`config.mk`:
```
export PLATFORM = sky130hd
export DESIGN_NAME = failover_selector
export DESIGN_NICKNAME = d
export VERILOG_FILES = /design/src/logic/failover_pkg.sv /design/src/logic/relay_if.sv /design/src/logic/failover_selector.sv /design/src/logic/relay_pulser.sv
export SDC_FILE = /design/constraint.sdc
export NUM_CORES = 1
export LEC_CHECK = 0
export ABC_AREA = 1
export BUFFER_PORTS_ARGS = -buffer_cell sky130_fd_sc_hd__buf_2
export CAP_MARGIN = 20
export CELL_PAD_IN_SITES_DETAIL_PLACEMENT = 0
export CELL_PAD_IN_SITES_GLOBAL_PLACEMENT = 1
export CORE_MARGIN = 3
export CORE_UTILIZATION = 35
export DETAILED_ROUTE_END_ITERATION = 7
export GPL_TIMING_DRIVEN = 0
export PLACE_DENSITY_LB_ADDON = 0.1
export SETUP_SLACK_MARGIN = 0.4
export SKIP_CTS_REPAIR_TIMING = 1
export SYNTH_ARGS = -nofsm -noshare
export SYNTH_HDL_FRONTEND = slang
export SYNTH_SLANG_ARGS = --single-unit
```
`constraint.sdc`:
```
create_clock -name clock_in -period 2 [get_ports clock_in]
set_clock_uncertainty 0.1 [all_clocks]
set_input_delay 0.3 -clock clock_in [delete_from_list [all_inputs] [get_ports clock_in]]
set_output_delay 0.3 -clock clock_in [all_outputs]
set_load 0.005 [all_outputs]
```
`src/logic/failover_pkg.sv`:
```
`default_nettype none

package failover_pkg;

  // ----------------------------------------------------------------
  // register map (byte addresses, one word each)
  // ----------------------------------------------------------------
  localparam int ADDR_W = 8;
  localparam logic [ADDR_W-1:0] OFF_CONTROL = 8'h00;
  localparam logic [ADDR_W-1:0] OFF_COMMAND = 8'h04;
  localparam logic [ADDR_W-1:0] OFF_STATUS = 8'h08;
  localparam logic [ADDR_W-1:0] OFF_EVENT_STATUS = 8'h0c;
  localparam logic [ADDR_W-1:0] OFF_EVENT_CLEAR = 8'h10;
  localparam logic [ADDR_W-1:0] OFF_EVENT_ENABLE = 8'h14;

  // ----------------------------------------------------------------
  // field layouts
  // ----------------------------------------------------------------
  localparam int CTL_AUTO_BIT = 0;
  localparam int CTL_REVERTIVE_BIT = 1;
  localparam int CTL_RECLOCK_LSB = 4;
  localparam logic [31:0] CONTROL_RESET = 32'h0000_00f3;

  localparam int CMD_SELECT_A_BIT = 0;
  localparam int CMD_SELECT_B_BIT = 1;
  localparam int CMD_REVERT_BIT = 2;

  localparam int ST_SELECT_BIT = 0;
  localparam int ST_VALID_A_BIT = 1;
  localparam int ST_VALID_B_BIT = 2;
  localparam int ST_RELAY_BUSY_BIT = 3;
  localparam int ST_ROUTE_LSB = 4;

  localparam int EV_W = 4;
  localparam int EV_SWITCH_BIT = 0;
  localparam int EV_PRIMARY_LOST_BIT = 1;
  localparam int EV_PRIMARY_BACK_BIT = 2;
  localparam int EV_GPI_BIT = 3;

  localparam int NUM_BUFFERED = 4;
  localparam int HTRANS_ACTIVE_BIT = 1;
  localparam logic HRESP_OKAY = 1'b0;

  // ----------------------------------------------------------------
  // timing
  // ----------------------------------------------------------------
  localparam int CLOCK_PERIOD_NS = 100;
  localparam int RELAY_PULSE_TIME_MS = 10;
  localparam int RELAY_PULSE_CYCLES =
    (RELAY_PULSE_TIME_MS * 1000000 + CLOCK_PERIOD_NS - 1) / CLOCK_PERIOD_NS;

  // ----------------------------------------------------------------
  // types
  // ----------------------------------------------------------------
  typedef enum logic {
    INPUT_A = 1'b0,
    INPUT_B = 1'b1
  } input_sel_t;

  typedef enum logic [1:0] {
    ON_PRIMARY = 2'b00,
    FAILED_OVER = 2'b01,
    MANUAL_BACKUP = 2'b10
  } route_state_t;

endpackage : failover_pkg

`default_nettype wire

```
`src/logic/relay_if.sv`:
```
`default_nettype none

interface relay_if;
  import failover_pkg::*;
  input_sel_t select;
  logic capture;
  input_sel_t captured;
  logic coil_a;
  logic coil_b;
  logic busy;

  modport ctrl (output select, output capture, output captured,
                input coil_a, input coil_b, input busy);
  modport driver (input select, input capture, input captured,
                  output coil_a, output coil_b, output busy);
endinterface : relay_if

`default_nettype wire

```
`src/logic/failover_selector.sv`:
```
`default_nettype none

// Summary of operation
// - revertive mode returns to A when valid
// - non-revertive holds B until revert command
// - manual select of B persists; select of A resumes auto failover
// - latching relays keep selection over power loss
// - GPI inputs change source; monitor drives them
// - four buffered outputs follow selection, reclock optional
// - buffered path independent; relay path stays passive
// - two GPIs select A or B on falling edge
// - two status contacts show selected input
module failover_selector #(
  parameter int RELAY_PULSE_CYCLES = failover_pkg::RELAY_PULSE_CYCLES,
  parameter int NUM_OUTPUTS = failover_pkg::NUM_BUFFERED
) (
  input wire logic clock_in,
  input wire logic rst_in,
  input wire logic hsel_in,
  input wire logic [31:0] haddr_in,
  input wire logic [1:0] htrans_in,
  input wire logic hwrite_in,
  input wire logic [2:0] hsize_in,
  input wire logic [31:0] hwdata_in,
  input wire logic hready_in,
  output logic [31:0] hrdata_out,
  output logic hreadyout_out,
  output logic hresp_out,
  input wire logic valid_a_in,
  input wire logic valid_b_in,
  input wire logic gpi_a_n_in,
  input wire logic gpi_b_n_in,
  input wire logic relay_sense_in,
  output logic relay_set_a_out,
  output logic relay_set_b_out,
  output failover_pkg::input_sel_t route_select_out,
  output logic [NUM_OUTPUTS-1:0] reclock_en_out,
  output logic buffer_drive_out,
  output logic gpo_a_out,
  output logic gpo_b_out,
  output logic irq_out
);
  import failover_pkg::*;

  typedef struct packed {
    route_state_t route;
    input_sel_t sel;
    logic capture_pending;
    logic [31:0] control;
    logic [EV_W-1:0] ev_status;
    logic [EV_W-1:0] ev_enable;
    logic gpi_a_prev;
    logic gpi_b_prev;
    logic valid_a_prev;
    logic wr_pending;
    logic [ADDR_W-1:0] wr_addr;
    logic [31:0] rdata;
    logic ready;
    logic gpo_a;
    logic gpo_b;
    logic buffer_drive;
    logic irq;
  } selector_state_t;

  selector_state_t state_reg;
  selector_state_t state_next;

  logic pick_a;
  logic pick_b;
  logic revert_cmd;
  logic fall_a;
  logic fall_b;
  logic quiet;
  logic [EV_W-1:0] ev_set;
  logic [EV_W-1:0] ev_clear;

  relay_if rif ();

  relay_pulser #(
    .PULSE_CYCLES(RELAY_PULSE_CYCLES)
  ) u_pulser (
    .clock_in(clock_in),
    .rst_in(rst_in),
    .rif(rif)
  );

  // ----------------------------------------------------------------
  // helpers
  // ----------------------------------------------------------------
  function automatic input_sel_t route_to_input(input route_state_t route);
    return (route == ON_PRIMARY) ? INPUT_A : INPUT_B;
  endfunction : route_to_input

  function automatic logic [31:0] read_word(input logic [ADDR_W-1:0] addr,
                                            input selector_state_t s,
                                            input logic busy);
    logic [31:0] w;
    w = '0;
    unique case (addr)
      OFF_CONTROL: w = s.control;
      OFF_STATUS: begin
        w[ST_SELECT_BIT] = s.sel;
        w[ST_VALID_A_BIT] = valid_a_in;
        w[ST_VALID_B_BIT] = valid_b_in;
        w[ST_RELAY_BUSY_BIT] = busy;
        w[ST_ROUTE_LSB +: 2] = s.route;
      end
      OFF_EVENT_STATUS: w[EV_W-1:0] = s.ev_status;
      OFF_EVENT_ENABLE: w[EV_W-1:0] = s.ev_enable;
      default: w = '0;
    endcase
    return w;
  endfunction : read_word

  // ----------------------------------------------------------------
  // next state
  // ----------------------------------------------------------------
  always_comb begin
    state_next = state_reg;
    pick_a = 1'b0;
    pick_b = 1'b0;
    revert_cmd = 1'b0;
    ev_clear = '0;

    // write data phase
    if (state_reg.wr_pending) begin
      unique case (state_reg.wr_addr)
        OFF_CONTROL: state_next.control = hwdata_in;
        OFF_COMMAND: begin
          pick_a = hwdata_in[CMD_SELECT_A_BIT];
          pick_b = hwdata_in[CMD_SELECT_B_BIT];
          revert_cmd = hwdata_in[CMD_REVERT_BIT];
        end
        OFF_EVENT_CLEAR: ev_clear = hwdata_in[EV_W-1:0];
        OFF_EVENT_ENABLE: state_next.ev_enable = hwdata_in[EV_W-1:0];
        default: ;
      endcase
    end

    // gpi strobes act on the high-to-low edge only
    fall_a = state_reg.gpi_a_prev && !gpi_a_n_in;
    fall_b = state_reg.gpi_b_prev && !gpi_b_n_in;
    state_next.gpi_a_prev = gpi_a_n_in;
    state_next.gpi_b_prev = gpi_b_n_in;
    pick_a = pick_a | fall_a;
    pick_b = pick_b | fall_b;
    quiet = !pick_a && !pick_b && !revert_cmd && !state_reg.capture_pending;

    unique case (state_reg.route)
      ON_PRIMARY: begin
        if (state_reg.control[CTL_AUTO_BIT] && !valid_a_in) begin
          state_next.route = FAILED_OVER;
        end
      end
      FAILED_OVER: begin
        if (state_reg.control[CTL_REVERTIVE_BIT] && valid_a_in) begin
          state_next.route = ON_PRIMARY;
        end else if (revert_cmd) begin
          state_next.route = ON_PRIMARY;
        end
      end
      MANUAL_BACKUP: begin
        if (revert_cmd) begin
          state_next.route = ON_PRIMARY;
        end
      end
      default: state_next.route = ON_PRIMARY;
    endcase

    // commands beat automatic decisions; A wins a tie
    if (pick_a) begin
      state_next.route = ON_PRIMARY;
    end else if (pick_b) begin
      state_next.route = MANUAL_BACKUP;
    end

    // after reset adopt the position the latching relay kept
    if (state_reg.capture_pending) begin
      state_next.capture_pending = 1'b0;
      state_next.route = relay_sense_in ? MANUAL_BACKUP : ON_PRIMARY;
      state_next.buffer_drive = 1'b1;
    end

    state_next.sel = route_to_input(state_next.route);
    state_next.gpo_a = (state_next.sel == INPUT_A);
    state_next.gpo_b = (state_next.sel == INPUT_B);

    // events; a set in the same cycle as its clear survives
    ev_set = '0;
    ev_set[EV_SWITCH_BIT] = (state_next.sel != state_reg.sel) && !state_reg.capture_pending;
    ev_set[EV_PRIMARY_LOST_BIT] = state_reg.valid_a_prev && !valid_a_in;
    ev_set[EV_PRIMARY_BACK_BIT] = !state_reg.valid_a_prev && valid_a_in;
    ev_set[EV_GPI_BIT] = fall_a | fall_b;
    state_next.valid_a_prev = valid_a_in;
    state_next.ev_status = (state_reg.ev_status & ~ev_clear) | ev_set;
    state_next.irq = |(state_next.ev_status & state_next.ev_enable);

    // address phase; zero wait states, always okay
    state_next.ready = 1'b1;
    state_next.wr_pending = 1'b0;
    state_next.rdata = '0;
    if (hsel_in && htrans_in[HTRANS_ACTIVE_BIT] && hready_in) begin
      state_next.wr_pending = hwrite_in;
      state_next.wr_addr = haddr_in[ADDR_W-1:0];
      if (!hwrite_in) begin
        state_next.rdata = read_word(haddr_in[ADDR_W-1:0], state_next, rif.busy);
      end
    end

    if (rst_in) begin
      state_next = '0;
      state_next.route = ON_PRIMARY;
      state_next.sel = INPUT_A;
      state_next.capture_pending = 1'b1;
      state_next.control = CONTROL_RESET;
      state_next.gpi_a_prev = 1'b1;
      state_next.gpi_b_prev = 1'b1;
      // track the pin so the first edge after reset shows no false primary event
      state_next.valid_a_prev = valid_a_in;
      state_next.ready = 1'b1;
    end
  end

  always_ff @(posedge clock_in) begin
    state_reg <= state_next;
  end

  // ----------------------------------------------------------------
  // outputs
  // ----------------------------------------------------------------
  assign rif.select = state_reg.sel;
  assign rif.capture = state_reg.capture_pending;
  assign rif.captured = input_sel_t'(relay_sense_in);

  // relay path is only ever switched, never driven with signal
  assign relay_set_a_out = rif.coil_a;
  assign relay_set_b_out = rif.coil_b;
  assign route_select_out = state_reg.sel;
  assign reclock_en_out = state_reg.control[CTL_RECLOCK_LSB +: NUM_OUTPUTS];
  assign buffer_drive_out = state_reg.buffer_drive;
  assign gpo_a_out = state_reg.gpo_a;
  assign gpo_b_out = state_reg.gpo_b;
  assign irq_out = state_reg.irq;
  assign hrdata_out = state_reg.rdata;
  assign hreadyout_out = state_reg.ready;
  assign hresp_out = HRESP_OKAY;
endmodule : failover_selector

`default_nettype wire

```
`src/logic/relay_pulser.sv`:
```
`default_nettype none

module relay_pulser #(
  parameter int PULSE_CYCLES = failover_pkg::RELAY_PULSE_CYCLES
) (
  input wire logic clock_in,
  input wire logic rst_in,
  relay_if.driver rif
);
  import failover_pkg::*;

  localparam int CW = $clog2(PULSE_CYCLES + 1);
  localparam logic [CW-1:0] LAST_COUNT = CW'(PULSE_CYCLES - 1);

  typedef struct packed {
    input_sel_t last;
    logic coil_a;
    logic coil_b;
    logic [CW-1:0] count;
  } pulser_state_t;

  pulser_state_t state_reg;
  pulser_state_t state_next;

  // ----------------------------------------------------------------
  // coil pulse sequencing
  // ----------------------------------------------------------------
  always_comb begin
    state_next = state_reg;
    if (rst_in) begin
      state_next = '0;
    end else if (rif.capture) begin
      // relay already sits where it was left; adopt it without a pulse
      state_next.last = rif.captured;
      state_next.coil_a = 1'b0;
      state_next.coil_b = 1'b0;
      state_next.count = '0;
    end else if (state_reg.coil_a || state_reg.coil_b) begin
      if (state_reg.count == LAST_COUNT) begin
        state_next.coil_a = 1'b0;
        state_next.coil_b = 1'b0;
        state_next.count = '0;
      end else begin
        state_next.count = state_reg.count + 1'b1;
      end
    end else if (rif.select != state_reg.last) begin
      state_next.last = rif.select;
      state_next.coil_a = (rif.select == INPUT_A);
      state_next.coil_b = (rif.select == INPUT_B);
      state_next.count = '0;
    end
  end

  always_ff @(posedge clock_in) begin
    state_reg <= state_next;
  end

  assign rif.coil_a = state_reg.coil_a;
  assign rif.coil_b = state_reg.coil_b;
  assign rif.busy = state_reg.coil_a | state_reg.coil_b;
endmodule : relay_pulser

`default_nettype wire

```
==> After elaboration in Yosys (flattened, before gate mapping) <==
Cells that the tools add are included.
Widths: inputs -> output; s select.
{ "word_totals": {"wordCells": 108, "reg_bits": 112, "output_inout_bits": 45, "input_bits": 79} }
{ "classes": {"mux": 34, "reduce_logical": 28, "n_eq_ne": 13, "n_addsub": 1, "bitwise_logic": 11} }
{ "ops": {"columns": ["operator", "count"], "rows": [
  ["$mux 32", 3],
  ["$mux 90", 1],
  ["$mux 41", 1],
  ["$mux 20", 2],
  ["$mux 26", 1],
  ["$eq 8x5->1 const B", 3],
  ["$mux 19", 1],
  ["$add 17x1->17 const B", 1],
  ["$eq 17x17->1 const B", 1],
  ["$mux 17", 1],
  ["$eq 8x4->1 const B", 2],
  ["$logic_not 8->1", 2],
  ["$mux 2", 8],
  ["$mux 4", 4],
  ["$pmux 4 s4", 1],
  ["$logic_and 1x1->1", 9],
  ["$mux 1", 9],
  ["$and 4x4->4", 2],
  ["$eq 8x3->1 const B", 1],
  ["$reduce_or 4->1", 2],
  ["$pmux 2 s3", 1],
  ["$logic_not 1->1", 5],
  ["$logic_not 2->1", 2],
  ["$ne 2x2->1 const B", 2],
  ["13 further kinds", 22]
]} }

==> Longest topological paths before layout <==
{ "depth": {"word_depth": 18, "mapped_depth": 13, "mapped_depth_nobuf": 13} }

==> Modules after synthesis <==
A second synthesis with hierarchy kept.
{ "unflattened": {"cells_unflattened": 598, "hier_area_um2": 4755.8} }
{ "by_module_without_submodules": {"columns": ["module", "cells_each", "seq_area_each_um2", "area_per_inst_um2", "instances"], "rows": [
  ["failover_selector", 413, 1821.7, 3540.9, 1],
  ["relay_pulser", 185, 400.4, 1214.9, 1]
]} }

==> Least setup slack after synthesis <==
No wires, ideal clock.
{ "synth_timing": {"path_type": "flip-flop to flip-flop", "start": "register u_pulser.state_reg[0] in the netlist's numbering", "end": "register u_pulser.state_reg[9] in the netlist's numbering", "path_stages_with_launch": 14, "path_slack_ns": 0.261, "arrival_ns": 1.509, "setup_time_ns": 0.130, "synth_period_minus_slack_ns": 1.739, "path_cell_list": "dfxtp_1 > ha_1 > nand2_2 > inv_2 > nand2_4 > nor2_8 > nand4_2 > nand2_2 > inv_2 > buf_6 > o21ai_1 > a21oi_1 > a21oi_1 > nor2_1"} }
{ "synth_via": {"elab_chain_len": 3, "elab_cells_between_ends": 4, "cone_classes": "1 x add/sub; 1 x eq/ne; 2 x mux"} }
{ "synth_rtl": {"columns": ["element", "line", "source"], "rows": [
  ["start, declared", "relay_pulser.sv:22", "pulser_state_t state_reg;"],
  ["start signal, assigned", "relay_pulser.sv:55", "state_reg <= state_next;"],
  ["$add 17x1->17 / $eq 17x17->1 (equally long branches)", "relay_pulser.sv:44, relay_pulser.sv:39", null],
  ["$mux 17 *", "relay_pulser.sv:39", "if (state_reg.count == LAST_COUNT) begin"],
  ["$mux 19 *", "relay_pulser.sv:38", "end else if (state_reg.coil_a || state_reg.coil_b) begin"]
]} }
Mark *: on every way between the ends. The rest lies on a longest branch, timed or not.
A chain may end at the register's enable or synchronous reset.

==> Worst setup path after layout <==
{ "layout_timing": {"start": "register state_reg[38] in the netlist's numbering", "end": "register state_reg[70] in the netlist's numbering"} }
{ "layout_via": {"elab_chain_len": 3} }
{ "layout_rtl": {"columns": ["element", "line", "source"], "rows": [
  ["start, declared", "failover_selector.sv:65", "selector_state_t state_reg;"],
  ["start signal, assigned", "failover_selector.sv:225", "state_reg <= state_next;"],
  ["$logic_not 8->1", "failover_selector.sv:127", "unique case (state_reg.wr_addr)"],
  ["$mux 32", "failover_selector.sv:127", null],
  ["$mux 32", "failover_selector.sv:126", "if (state_reg.wr_pending) begin"]
]} }
No other way between the ends.

==> out/qor.txt <==
Antenna diodes: 0
DR DRC count: 0
hold path depth: 3
mux contribution to synthesized area: 0.06001
CTS clock-pin slew for the worst setup and hold paths: 0.07 ns
post-layout util: 0.5119
DRT Wirelength: 11710 um
worst stage delay on the critical path: 0.33 ns
total clock sinks: 111
mapped cell area: 4671 um^2
worst rel slew slack: 0.5977
Worst EP required: 2.12 ns
Worst Setup SP: state_reg[38]$_SDFFE_PP0P_
global-route wire length before repair: 18210 um
Post-Layout Cell Count: 878
post-synthesis simple-gate area fraction: 0.2440
pwr dens: 662.7 nW/um^2
Reg2Reg Depth: 9
fin. max-slew vios: 0
worst r2r dst: state_reg[70]$_SDFF_PP0_
WL per Instance: 13.34 um
most common cell after layout, fill and taps aside: dfxtp_1
post-detailed-route count of antenna-violating nets: 0
fin area: 6565 um^2
initial antenna violation count: 0
RSZ-0062 raised after global routing: true
share of cells above drive strength 1: 0.4221
Main synth FF type: dfxtp_1
CTS tree: yes
synth unique cells: 45
placed inst area: 5384 um^2
H-tree Lvls: 3
Leakage: 2.936 nW
Nets: 782
Slowest-stage cell, CP: dfxtp_2
Root Driver: clkbuf_16
Clock Latency Late Sink: 0.35 ns
Worst setup endpoint: state_reg[70]$_SDFF_PP0_
Mean Syn Cell Area: 8.238 um^2
Clock Tree Buf Depth: 2
Hold Crit Class: in2reg
DP Cell Count: 832
CP Data Arrival Time: 1.94 ns
Pwr Total: 0.004351 W
Core ar.: 12820 um^2
HPWL Detailed: 8319 um
most frequent cells in the layout: 100 x dfxtp_1, 95 x buf_2, 94 x nor2_1
routability congestion estimate: 0.8289
area share of fa/ha/maj cells after synthesis: 0.002679
max reg flops: 50
Startpoint Class: register
gr usage total: 0.1578
main combinational cell family by area after synthesis: simple AND/OR/NAND/NOR gates
CTS Buf Count: 9
crit-path max FO: 7
port bufs: 93
origin of the critical flop-to-flop path: state_reg[38]$_SDFFE_PP0P_
Die Wd: 121.5 um
outcome: completed
pin count of the biggest net entering global routing: 18
Post-synth EDFFs: 0
fmax: 0.5513 GHz
Slew @ Worst Pin: 0.5989 ns
TritonRoute pass-1 iters: 4
CP Capture Type: register
Compound-Gate Fraction of Synth Area: 0.09295
Fin. Hold Viols: 0
total congestion overflow: 0
Synth warnings: 0
final setup vio count: 0
Starting DRT DRC Count: 188
maximum vdd drop: 0.4908 mV
worst reg2reg setup slack: 0.19 ns
maxcap violations: 0
die height: 121.5 um
Seq cells post-synth: 111
register area share after synthesis: 0.4758
post-synthesis xor/xnor area fraction: 0.001875
Initial Util: 0.3642
die area: 14770 um^2
ys async rst share: 0
crit path kind: reg2reg
Post-Synthesis Net Count: 647
detailed-route via count: 3982
Critical Path, Cell by Cell: nor2_4 -> inv_2 -> nor4_4 -> buf_6 -> nand2_8 -> buf_4 -> clkbuf_16 -> mux2i_2 -> nor2_1
fin crit share: 0.9069
FP Rows: 41
vias in the first global route: 3796
vias per inst: 4.535
I/O pin cnt: 124
Final min period: 1.814 ns
Synth-to-Final Area Change: 40.56%
Mapped Cells: 567
critical path: cells and delay by family, from the launching register on:
family                 cells  cell delay, ns
flip-flops                 1            0.33
AND/OR/NAND/NOR            4            0.48
buffers and inverters      4            0.59
multiplexers               1            0.18
kinds of logic after synthesis:
| kind of cell | after synthesis |
|---|---|
| buffers and inverters | 104 |
| AO/OA/AOI/OAI | 79 |
| other | 2 |
| flip-flops | 111 |
| AND/OR/NAND/NOR | 241 |
| multiplexers | 28 |
| XOR/XNOR | 1 |
| adder cells (fa/ha/maj) | 1 |
metal layers:
layer  vias up  track usage  part of all wire
li1       2059            -                 -
met1      1858       0.1872              0.44
met2        59       0.2763              0.52
met3         6      0.05035             0.039
met4         0      0.03992            0.0075
met5         -            0                 0
how the worst min path moves through the flow:
stage                                       start                            end  slack [ns]
detailed placement                     valid_a_in          state_reg[46]$_DFF_P_        0.36
floorplan                                  rst_in            rif.capture$_DFF_P_        0.23
CTS                                    valid_a_in          state_reg[46]$_DFF_P_       -0.02
global placement    buffer_drive_out$_SDFFE_PP0P_  buffer_drive_out$_SDFFE_PP0P_        0.35
global route                           gpi_b_n_in       state_reg[47]$_SDFF_PP1_        0.03
finish                                 gpi_a_n_in       state_reg[48]$_SDFF_PP1_        0.04
synthesized netlist by cell type, drive strengths merged, types with 3 or more instances:
| master | number | area (um^2) |
|---|---|---|
| inv | 48 | 180.2 |
| nor2 | 108 | 461.7 |
| nand3 | 15 | 95.09 |
| dfxtp | 111 | 2222 |
| nor3 | 3 | 15.01 |
| nand4 | 6 | 56.31 |
| a21oi | 36 | 191.4 |
| mux2i | 28 | 280.3 |
| o21ai | 31 | 155.2 |
| buf | 48 | 355.3 |
| nand2 | 100 | 410.4 |
| clkbuf | 6 | 22.52 |
| nor4 | 4 | 61.31 |
area by class of cell:
class / count / area (um^2)
Fill cell: 1236 / 6260
Inverter: 50 / 193.9
Sequential cell: 111 / 2241
Timing Repair Buffer: 123 / 798.3
Clock buffer: 11 / 242.7
Multi-Input combinational cell: 353 / 2416
Clock inverter: 4 / 28.78
Buffer: 54 / 429.2
Tap cell: 172 / 215.2
report_power, final:
part           internal (W)  leakage [nW]  switching [W]  total, W
Sequential          0.00224         0.905      0.0000261   0.00227
Combinational      0.000172          1.89       0.000230  0.000402
Clock              0.000881         0.137       0.000799   0.00168
metrics by stage:
step	hold slack, ns	worst slack (ns)	setup TNS [ns]
after detailed placement	0.3566	-0.05181	-0.5573
after global placement	0.3514	-0.006269	-0.01774
after floorplan	0.2277	0.3035	0
final	0.04170	0.1862	0
after global routing	0.02593	0.06829	0
after CTS	-0.01571	0.01291	0
Note: power is estimated with default switching activity, not from simulation.
